## src/contact_eval_pkg.sv

```systemverilog
// constants shared by the safety contact evaluator files
package contact_eval_pkg;

  // ---------------------------------------------------------------
  // register map (byte addresses)
  // ---------------------------------------------------------------
  localparam logic [7:0] CTRL_ADDR = 8'h00;
  localparam logic [7:0] FILTER_ADDR = 8'h04;
  localparam logic [7:0] SIMUL_ADDR = 8'h08;
  localparam logic [7:0] STATUS_ADDR = 8'h0c;

  // ---------------------------------------------------------------
  // control register fields
  // ---------------------------------------------------------------
  localparam int CTRL_ENABLE_BIT = 0;
  localparam int CTRL_KIND_LSB = 1;
  localparam int CTRL_WIRING_LSB = 3;
  localparam int CTRL_RESET_EN_BIT = 5;
  localparam int CTRL_MONITORED_BIT = 6;
  localparam int CTRL_TEST_EN_BIT = 7;
  localparam int CTRL_STARTUP_BIT = 8;
  localparam int CTRL_SIMUL_EN_BIT = 9;
  localparam int CTRL_ERROR_EN_BIT = 10;
  localparam int CTRL_CLEAR_BIT = 11;
  localparam logic [31:0] CTRL_RESET = 32'h0000_0000;

  // status register fields
  localparam int STAT_OUT_BIT = 0;
  localparam int STAT_FAULT_BIT = 1;
  localparam int STAT_SIMUL_BIT = 2;
  localparam int STAT_MISMATCH_BIT = 3;
  localparam int STAT_SHORT_BIT = 4;
  localparam int STAT_PENDING_BIT = 5;
  localparam int STAT_CH_LSB = 6;

  // ---------------------------------------------------------------
  // timing
  // ---------------------------------------------------------------
  localparam int CLOCK_HZ = 100_000_000;
  localparam int TICK_US = 1000;
  localparam int TICK_CYCLES = CLOCK_HZ / 1_000_000 * TICK_US;
  localparam logic [7:0] FILTER_MIN_MS = 8'h03;
  localparam logic [7:0] FILTER_MAX_MS = 8'hfa;
  localparam logic [7:0] FILTER_RESET_MS = 8'h03;
  localparam logic [15:0] SIMUL_RESET_MS = 16'h0064;
  // test pulse: low phase length and settle before sampling, in cycles
  localparam int PULSE_CYCLES = 64;
  localparam int PULSE_PERIOD_CYCLES = 100_000;

  // ---------------------------------------------------------------
  // device kinds and wirings
  // ---------------------------------------------------------------
  typedef enum logic [1:0] {
    KIND_STOP = 2'b00,
    KIND_GUARD = 2'b01,
    KIND_GUARD_SINGLE = 2'b10,
    KIND_LOCK = 2'b11
  } kind_e;

  typedef enum logic [1:0] {
    WIRE_SINGLE_NC = 2'b00,
    WIRE_DOUBLE_NC = 2'b01,
    WIRE_NO_NC = 2'b10
  } wiring_e;

endpackage : contact_eval_pkg

```

## src/contact_debounce.sv

```systemverilog
// one debounce filter for a single contact line
`timescale 1ns/1ps
module contact_debounce #(
  parameter int LEN_W = 8
) (
  input wire logic pclk,
  input wire logic presetn,
  input wire logic tick,
  input wire logic [LEN_W-1:0] length_ms,
  input wire logic raw,
  output logic filtered
);

  // ---------------------------------------------------------------
  // filter state
  // ---------------------------------------------------------------
  logic [LEN_W-1:0] stable_ms;
  wire differs = raw != filtered;
  wire expired = tick && (stable_ms + 1'b1 >= length_ms);

  // a change must hold for the whole length before it passes, so bounce is dropped
  always_ff @(posedge pclk or negedge presetn) begin
    if (!presetn) begin
      stable_ms <= '0;
      filtered <= 1'b0;
    end else if (!differs) begin
      stable_ms <= '0;
    end else if (expired) begin
      stable_ms <= '0;
      filtered <= raw;
    end else if (tick) begin
      stable_ms <= stable_ms + 1'b1;
    end
  end

endmodule : contact_debounce

```

## src/reset_detect.sv

```systemverilog
// reset pushbutton sequence detector, manual and monitored forms
`timescale 1ns/1ps
module reset_detect (
  input wire logic pclk,
  input wire logic presetn,
  input wire logic monitored,
  input wire logic button,
  output logic accepted
);

  // ---------------------------------------------------------------
  // edge tracking
  // ---------------------------------------------------------------
  logic button_q;
  logic armed;
  wire rise = button && !button_q;
  wire fall = !button && button_q;

  always_ff @(posedge pclk or negedge presetn) begin
    if (!presetn) begin
      button_q <= 1'b0;
      armed <= 1'b0;
    end else begin
      button_q <= button;
      if (rise) begin
        armed <= 1'b1;
      end else if (fall) begin
        armed <= 1'b0;
      end
    end
  end

  // manual takes the rising edge; monitored waits for the return to 0
  assign accepted = monitored ? (fall && armed) : rise;

endmodule : reset_detect

```

## src/safety_contact_input_evaluator.sv

```systemverilog
// safety contact input evaluator with apb register access
//
// Our own choices: the APB register port and the placing of the registers.
`timescale 1ns/1ps
module safety_contact_input_evaluator #(
  parameter int TICK_CYCLES = contact_eval_pkg::TICK_CYCLES,
  parameter int PULSE_PERIOD = contact_eval_pkg::PULSE_PERIOD_CYCLES
) (
  input wire logic pclk,
  input wire logic presetn,
  input wire logic psel,
  input wire logic penable,
  input wire logic pwrite,
  input wire logic [7:0] paddr,
  input wire logic [31:0] pwdata,
  output logic [31:0] prdata,
  output logic pready,
  output logic pslverr,
  input wire logic contact_input_first,
  input wire logic contact_input_second,
  input wire logic reset_button,
  output logic test_drive_first,
  output logic test_drive_second,
  output logic evaluated_out,
  output logic fault_flag
);

  // ---------------------------------------------------------------
  // elaboration checks
  // ---------------------------------------------------------------
  if (TICK_CYCLES < 2 || PULSE_PERIOD <= 2 * contact_eval_pkg::PULSE_CYCLES) begin : g_bad
    $error("tick or test pulse period too small");
  end

  // ---------------------------------------------------------------
  // apb slave and registers
  // ---------------------------------------------------------------
  logic [31:0] ctrl;
  logic [7:0] filter_ms;
  logic [15:0] simul_ms;
  wire wr_en = psel && penable && pwrite;
  wire hit_ctrl = paddr == contact_eval_pkg::CTRL_ADDR;
  wire hit_filter = paddr == contact_eval_pkg::FILTER_ADDR;
  wire hit_simul = paddr == contact_eval_pkg::SIMUL_ADDR;
  wire hit_status = paddr == contact_eval_pkg::STATUS_ADDR;
  wire mapped = hit_ctrl || hit_filter || hit_simul || hit_status;
  wire [7:0] filter_wr = pwdata[7:0];
  wire filter_ok = filter_wr >= contact_eval_pkg::FILTER_MIN_MS &&
                   filter_wr <= contact_eval_pkg::FILTER_MAX_MS;
  wire clear_req = wr_en && hit_ctrl && pwdata[contact_eval_pkg::CTRL_CLEAR_BIT];

  // zero-wait slave; out-of-range filter lengths and unmapped addresses give pslverr
  assign pready = 1'b1;
  assign pslverr = psel && penable && (!mapped || (pwrite && hit_filter && !filter_ok));

  always_ff @(posedge pclk or negedge presetn) begin
    if (!presetn) begin
      ctrl <= contact_eval_pkg::CTRL_RESET;
      filter_ms <= contact_eval_pkg::FILTER_RESET_MS;
      simul_ms <= contact_eval_pkg::SIMUL_RESET_MS;
    end else if (wr_en) begin
      if (hit_ctrl) ctrl <= {21'h00_0000, pwdata[10:0]}; // clear strobe is never stored
      if (hit_filter && filter_ok) filter_ms <= filter_wr;
      if (hit_simul) simul_ms <= pwdata[15:0];
    end
  end

  // control fields
  wire enable = ctrl[contact_eval_pkg::CTRL_ENABLE_BIT];
  contact_eval_pkg::kind_e kind;
  contact_eval_pkg::wiring_e wiring;
  assign kind = contact_eval_pkg::kind_e'(ctrl[contact_eval_pkg::CTRL_KIND_LSB +: 2]);
  assign wiring = contact_eval_pkg::wiring_e'(ctrl[contact_eval_pkg::CTRL_WIRING_LSB +: 2]);
  wire reset_en = ctrl[contact_eval_pkg::CTRL_RESET_EN_BIT];
  wire monitored = ctrl[contact_eval_pkg::CTRL_MONITORED_BIT];
  wire test_en = ctrl[contact_eval_pkg::CTRL_TEST_EN_BIT];
  wire startup_en = ctrl[contact_eval_pkg::CTRL_STARTUP_BIT];
  wire simul_en = ctrl[contact_eval_pkg::CTRL_SIMUL_EN_BIT];
  wire error_en = ctrl[contact_eval_pkg::CTRL_ERROR_EN_BIT];

  // ---------------------------------------------------------------
  // millisecond tick
  // ---------------------------------------------------------------
  localparam int TW = $clog2(TICK_CYCLES);
  logic [TW-1:0] tick_cnt;
  wire tick = tick_cnt == TW'(TICK_CYCLES - 1);

  always_ff @(posedge pclk or negedge presetn) begin
    if (!presetn) tick_cnt <= '0;
    else tick_cnt <= tick ? '0 : tick_cnt + 1'b1;
  end

  // ---------------------------------------------------------------
  // test pulse generator
  // ---------------------------------------------------------------
  // each line is pulled low in its own slot; a line that follows the other's
  // pulse is shorted to it. contacts are assumed closed while sampled.
  localparam int PW = $clog2(PULSE_PERIOD);
  logic [PW-1:0] pulse_cnt;
  wire slot_first = pulse_cnt < PW'(contact_eval_pkg::PULSE_CYCLES);
  wire slot_second = pulse_cnt >= PW'(contact_eval_pkg::PULSE_CYCLES) &&
                     pulse_cnt < PW'(2 * contact_eval_pkg::PULSE_CYCLES);
  wire sample_first = pulse_cnt == PW'(contact_eval_pkg::PULSE_CYCLES - 1);
  wire sample_second = pulse_cnt == PW'(2 * contact_eval_pkg::PULSE_CYCLES - 1);
  wire in_slot = slot_first || slot_second;

  always_ff @(posedge pclk or negedge presetn) begin
    if (!presetn) pulse_cnt <= '0;
    else pulse_cnt <= (pulse_cnt == PW'(PULSE_PERIOD - 1)) ? '0 : pulse_cnt + 1'b1;
  end

  // drive high except in the line's own low slot
  always_ff @(posedge pclk or negedge presetn) begin
    if (!presetn) begin
      test_drive_first <= 1'b1;
      test_drive_second <= 1'b1;
    end else begin
      test_drive_first <= !(test_en && slot_first);
      test_drive_second <= !(test_en && slot_second);
    end
  end

  wire two_ch = wiring != contact_eval_pkg::WIRE_SINGLE_NC &&
                kind != contact_eval_pkg::KIND_GUARD_SINGLE;

  // ---------------------------------------------------------------
  // debounce filters, held during test slots
  // ---------------------------------------------------------------
  logic [1:0] filt;
  logic [1:0] raw_q;
  wire [1:0] raw_in = {contact_input_second, contact_input_first};

  // freeze the raw view while a test pulse is on the lines; the drives lag the
  // slot by one cycle, so a drive still low freezes it as well
  always_ff @(posedge pclk or negedge presetn) begin
    if (!presetn) raw_q <= 2'b00;
    else if (!(test_en && in_slot) && test_drive_first && test_drive_second) raw_q <= raw_in;
  end

  // a line high before the slot that drops in the other line's slot is joined
  // to it; an open contact reads low anyway and is not taken for a short
  wire short_seen = test_en && two_ch &&
                    ((sample_first && raw_q[1] && !contact_input_second) ||
                     (sample_second && raw_q[0] && !contact_input_first));

  for (genvar i = 0; i < 2; i++) begin : g_filt
    contact_debounce #(.LEN_W(8)) u_deb (
      .pclk(pclk),
      .presetn(presetn),
      .tick(tick),
      .length_ms(filter_ms),
      .raw(raw_q[i]),
      .filtered(filt[i])
    );
  end

  // ---------------------------------------------------------------
  // channel evaluation
  // ---------------------------------------------------------------
  // active means closed guard, released button or locked guard; mixed wiring on a
  // guard or lock expects the first (open) contact closed and the second open when active
  logic ch_a;
  logic ch_b;
  always_comb begin
    ch_a = filt[0];
    ch_b = filt[1];
    if (wiring == contact_eval_pkg::WIRE_NO_NC && kind != contact_eval_pkg::KIND_STOP) begin
      ch_b = !filt[1];
    end
  end

  // filters leave reset at 0, which reads as a pressed button: no start-up or
  // skew decision until one full filter length has passed
  logic [7:0] settle_ms;
  wire settled = settle_ms > filter_ms;
  always_ff @(posedge pclk or negedge presetn) begin
    if (!presetn) settle_ms <= '0;
    else if (tick && settle_ms != 8'hff) settle_ms <= settle_ms + 1'b1;
  end

  wire single = !two_ch;
  wire both_safe = single ? ch_a : (ch_a && ch_b);
  wire both_off = single ? !ch_a : (!ch_a && !ch_b);
  wire disagree = settled && !single && (ch_a != ch_b);

  // simultaneity timer in ms while channels disagree
  logic [15:0] skew_ms;
  always_ff @(posedge pclk or negedge presetn) begin
    if (!presetn) skew_ms <= '0;
    else if (!disagree) skew_ms <= '0;
    else if (tick && skew_ms != 16'hffff) skew_ms <= skew_ms + 1'b1;
  end

  // no limit on single channel guards, they have no partner line
  wire simul_fault = simul_en && kind != contact_eval_pkg::KIND_GUARD_SINGLE &&
                     disagree && skew_ms >= simul_ms;
  // without the window, a disagreement is a mismatch once the filter has run out twice
  wire mismatch_fault = !simul_en && disagree &&
                        skew_ms >= {7'h00, filter_ms, 1'b0};

  // ---------------------------------------------------------------
  // fault latches
  // ---------------------------------------------------------------
  logic f_simul;
  logic f_mismatch;
  logic f_short;
  wire any_fault = f_simul || f_mismatch || f_short;

  // a new fault in the clearing cycle is kept
  always_ff @(posedge pclk or negedge presetn) begin
    if (!presetn) begin
      f_simul <= 1'b0;
      f_mismatch <= 1'b0;
      f_short <= 1'b0;
    end else if (enable) begin
      f_simul <= simul_fault || (f_simul && !clear_req);
      f_mismatch <= mismatch_fault || (f_mismatch && !clear_req);
      f_short <= short_seen || (f_short && !clear_req);
    end
  end

  // ---------------------------------------------------------------
  // output state: start-up test, reset latch
  // ---------------------------------------------------------------
  logic reset_ok;
  reset_detect u_rst (
    .pclk(pclk),
    .presetn(presetn),
    .monitored(monitored),
    .button(reset_button),
    .accepted(reset_ok)
  );

  logic startup_done;
  logic startup_seen_off;
  logic latched;
  logic armed_safe;

  // start-up test: stop needs off then safe, guard needs one opening
  wire startup_pass = kind == contact_eval_pkg::KIND_STOP ? (startup_seen_off && both_safe)
                                                          : startup_seen_off;
  always_ff @(posedge pclk or negedge presetn) begin
    if (!presetn) begin
      startup_done <= 1'b0;
      startup_seen_off <= 1'b0;
    end else if (enable && settled && !startup_done) begin
      if (both_off) startup_seen_off <= 1'b1;
      if (startup_pass || kind == contact_eval_pkg::KIND_LOCK) startup_done <= 1'b1;
    end
  end

  // each activation latches low; reset counts only once the input is safe again
  always_ff @(posedge pclk or negedge presetn) begin
    if (!presetn) begin
      latched <= 1'b1;
      armed_safe <= 1'b0;
    end else if (!both_safe || any_fault) begin
      latched <= 1'b1;
      armed_safe <= 1'b0;
    end else if (!armed_safe) begin
      armed_safe <= 1'b1;
    end else if (reset_ok) begin
      latched <= 1'b0;
    end
  end

  wire use_reset = reset_en && kind != contact_eval_pkg::KIND_LOCK;
  wire startup_block = startup_en && kind != contact_eval_pkg::KIND_LOCK && !startup_done;
  wire next_out = enable && both_safe && !any_fault && !startup_block &&
                  !(use_reset && latched);

  always_ff @(posedge pclk or negedge presetn) begin
    if (!presetn) begin
      evaluated_out <= 1'b0;
      fault_flag <= 1'b0;
    end else begin
      evaluated_out <= next_out;
      fault_flag <= error_en && any_fault;
    end
  end

  // ---------------------------------------------------------------
  // read data
  // ---------------------------------------------------------------
  wire [31:0] status_word = {24'h000000, filt, startup_block, f_short, f_mismatch,
                             f_simul, fault_flag, evaluated_out};
  wire [31:0] read_mux = hit_ctrl ? ctrl :
                         hit_filter ? {24'h000000, filter_ms} :
                         hit_simul ? {16'h0000, simul_ms} :
                         hit_status ? status_word : 32'h0000_0000;

  always_ff @(posedge pclk or negedge presetn) begin
    if (!presetn) prdata <= 32'h0000_0000;
    else if (psel && !penable && !pwrite) prdata <= read_mux;
  end

endmodule : safety_contact_input_evaluator

```

## config.mk

```make
export PLATFORM = sky130hd
export DESIGN_NAME = safety_contact_input_evaluator
export DESIGN_NICKNAME = d
export VERILOG_FILES = /design/src/contact_eval_pkg.sv /design/src/contact_debounce.sv /design/src/reset_detect.sv /design/src/safety_contact_input_evaluator.sv
export SDC_FILE = /design/constraint.sdc
export NUM_CORES = 1
export LEC_CHECK = 0
export BUFFER_PORTS_ARGS = -buffer_cell sky130_fd_sc_hd__buf_2
export CAP_MARGIN = 20
export CORE_MARGIN = 2
export CORE_UTILIZATION = 54
export DETAILED_ROUTE_END_ITERATION = 8
export PLACE_DENSITY = 0.77
export SYNTH_ARGS = -nofsm -noshare
export SYNTH_HDL_FRONTEND = slang
export SYNTH_SLANG_ARGS = --single-unit
```

## constraint.sdc

```tcl
create_clock -name pclk -period 2.31 [get_ports pclk]
set_input_delay 0.1155 -clock pclk [delete_from_list [all_inputs] [get_ports pclk]]
set_output_delay 0.1155 -clock pclk [all_outputs]
set_load 0.03 [all_outputs]
```

==> out/results.txt <==
synthesized instance count = 786
GRT Total Usage = 0.248
path depth of the worst reg2reg path = 9
Peak Freq = 413 MHz
ys async rst share = 1.00
max-cap violation count = 0
Synth-to-Final Area Change = 23.0%
Root Buffer = clkbuf_16
die area = 15800 µm²
Required @ worst endpoint = 2.64 ns
Post-synth EDFFs = 0
final setup TNS = -0.199 ns
fin area = 9870 µm²
Die X = 126 µm
CTS tree = done
met3 Use GR = 0.0607
Clock Latency Late Sink = 0.43 ns
ANT cells = 0
Overall Power = 5.71 mW
final-report setup violation count = 8
grt met1 use = 0.332
grt ovf = 0
Post-DP HPWL = 13000 µm
Final Hold Viols = 0
Cell Area, Placed = 8730 µm²
routed len/inst = 17.9 µm
antenna violations before repair = 0
RSZ-0062 raised after global routing = true
Synth Warn # = 0
commonest non-fill, non-tap cell in the layout = dfrtp_1
first-pass GRT wire length = 31300 µm
Reg-to-Reg Start = g_filt[1].u_deb.stable_ms[0]$_DFFE_PN0P_
FILL cells = 1088
ys flop type = dfrtp_1
clock buffer depth = 2
Netlist Area Pre-Place = 8020 µm²
hold endpoint = ctrl[2]$_DFFE_PN0P_
worst slew pin tran = 0.719 ns
Avg Inst Size Synth = 10.2 µm²
Synth Register Bits = 142
CP Capture Type = flop
flop2flop setup slack = -0.11 ns
final setup margin = -0.109 ns
DR DRC count = 0
largest net degree at the start of global routing = 71
IO Count = 86
IO Port Bufs = 52
via/cell ratio = 5.80
placer's final routability congestion estimate = 0.829
commonest non-fill, non-tap cells in the layout = 133 x dfrtp_1, 71 x nand2_1, 57 x nor2_1
post-route minimum period = 2.42 ns
vias in the first global route = 6218
failing checks = setup timing
share of layout cells above drive strength 1 = 0.252
met2 Track Usage GR = 0.398
site row count = 44
ANT nets after route = 0
Critical R2R Capture = g_filt[1].u_deb.stable_ms[5]$_DFFE_PN0P_
Unique masters post-synth = 61
busiest metal layer after global routing = met2
clock sink count = 142
hold depth = 2
Post-Route WL = 19800 µm
Hold WC Path Type = input port to flop
skew final = 0.0108 ns
CP arrival = 2.75 ns
status = complete, but fails checks
Leakage = 4.59 nW
Power Dens Cells = 578 nW/µm²
critical path fanouts, max = 5
relative slew slack = 0.520
sequential area share after synthesis = 0.444
DR pass1 iterations = 6
htree depth = 4
core footprint = 14500 µm²
vias = 6416
CTS buffer count = 17
critical path startpoint category = flop
VDD IR max = 0.642 mV
worst setup path class = flop to flop
Initial Utilization = 0.552
Clock transition at path regs = 0.06 ns
Final nets = 1017
DIE HEIGHT = 126 µm
Hold Startpoint = pwdata[2]
Max Slew Vio Count = 0
period utilization = 1.05
Iter 0 DRT Violations = 490
==> cells by family after synthesis <==
| group | after synthesis | synth area share |
|---|---|---|
| xor gates and xnor gates | 63 | 0.0688 |
| muxes | 48 | 0.0691 |
| adders and majority gates | 59 | 0.0920 |
| DFF | 142 | 0.444 |
| AOI/OAI and AO/OA | 110 | 0.0923 |
| buffers and inverters | 78 | 0.0468 |
| other | 2 | 0.000936 |
| and+or+nand+nor | 284 | 0.186 |
==> timing repair <==
item	4_1_cts	5_1_grt
buffers inserted	1	11
pin swaps	3	22
setup endpoints to repair	13	26
gates resized for setup	5	49
hold buffers	17	0
endpoints found under the hold margin	91	0
cloned	0	0
==> report_power, final <==
| part | total (mW) | leakage (nW) | switching (mW) | internal [mW] |
|---|---|---|---|---|
| clock network | 2.84 | 0.290 | 1.06 | 1.79 |
| registers | 2.53 | 1.90 | 0.0203 | 2.51 |
| logic | 0.330 | 2.40 | 0.216 | 0.113 |
| total | 5.71 | 4.59 | 1.29 | 4.41 |
==> sequential cells by signal (all words and copies together) (netlist names), 2 cells and up <==
name,cells
ctrl,11
filter_ms,8
g_filt.u_deb.filtered,2
g_filt.u_deb.stable_ms,16
prdata,16
pulse_cnt,17
raw_q,2
settle_ms,8
simul_ms,16
skew_ms,16
tick_cnt,17
==> cells in the mapped netlist (17+ instances only) <==
cell / number / area share
a21oi_1: 30 / 0.019
buf_4: 17 / 0.016
dfrtp_1: 134 / 0.42
ha_1: 59 / 0.092
inv_1: 44 / 0.021
mux2_2: 39 / 0.055
nand2_1: 72 / 0.034
nand3_1: 37 / 0.023
nand4_1: 18 / 0.014
nor2_1: 61 / 0.029
o21ai_0: 21 / 0.013
xnor2_1: 41 / 0.045
xor2_1: 22 / 0.024
==> per-stage QoR <==
| step | util | hold WS [ns] | instances | setup WS [ns] |
|---|---|---|---|---|
| 6_report | 0.679 | 0.0310 | 1107 | -0.109 |
| 4_1_cts | 0.657 | 0.00935 | 1096 | -0.00174 |
| 5_1_grt | 0.679 | 0.0185 | 1107 | -0.219 |
| 3_5_place_dp | 0.601 | 0.173 | 1046 | -0.0278 |
| 3_3_place_gp | 0.601 | 0.167 | 1046 | 0.00724 |
| 2_1_floorplan | - | -0.180 | 801 | -0.0197 |
==> final cells by class <==
class | instances | area [µm²] | share of cell area
multi-input cells | 581 | 4390 | 0.445
flip-flops and latches | 142 | 3560 | 0.361
repair buffers | 124 | 906 | 0.0918
clock buffers | 23 | 478 | 0.0484
well taps | 184 | 230 | 0.0233
inverters | 44 | 165 | 0.0167
clock inverters | 9 | 135 | 0.0137
==> per-layer routing <==
| metal | wire length, µm | vias to the layer above |
|---|---|---|
| li1 | - | 3034 |
| met1 | 8600 | 3138 |
| met2 | 9640 | 201 |
| met3 | 1040 | 43 |
| met4 | 501 | 0 |
| met5 | 0 | - |
==> how the worst max path moves through the flow <==
| stage | start | to | slack [ns] | cells past startpoint |
|---|---|---|---|---|
| floorplan | tick_cnt[5]$_DFF_PN0_ | skew_ms[11]$_DFFE_PN0P_ | -0.02 | 7 |
| global placement | g_filt[1].u_deb.stable_ms[0]$_DFFE_PN0P_ | g_filt[1].u_deb.stable_ms[6]$_DFFE_PN0P_ | 0.007 | 10 |
| detailed placement | g_filt[1].u_deb.stable_ms[1]$_DFFE_PN0P_ | g_filt[1].u_deb.stable_ms[3]$_DFFE_PN0P_ | -0.03 | 10 |
| CTS | tick_cnt[5]$_DFF_PN0_ | skew_ms[10]$_DFFE_PN0P_ | -0.002 | 5 |
| global route | g_filt[1].u_deb.stable_ms[0]$_DFFE_PN0P_ | g_filt[1].u_deb.stable_ms[5]$_DFFE_PN0P_ | -0.22 | 10 |
| finish | g_filt[1].u_deb.stable_ms[0]$_DFFE_PN0P_ | g_filt[1].u_deb.stable_ms[5]$_DFFE_PN0P_ | -0.11 | 9 |
==> worst max-delay path, stage by stage (launching register included) <==
cell and delay [ns]:
dfrtp_1 0.39, ha_2 0.22, xor2_1 0.21, ha_1 0.26
or3_1 0.35, a21oi_1 0.15, o31a_1 0.26, buf_4 0.15
nand3_1 0.10, a31oi_1 0.23
Note: power is estimated with default switching activity, not from simulation.
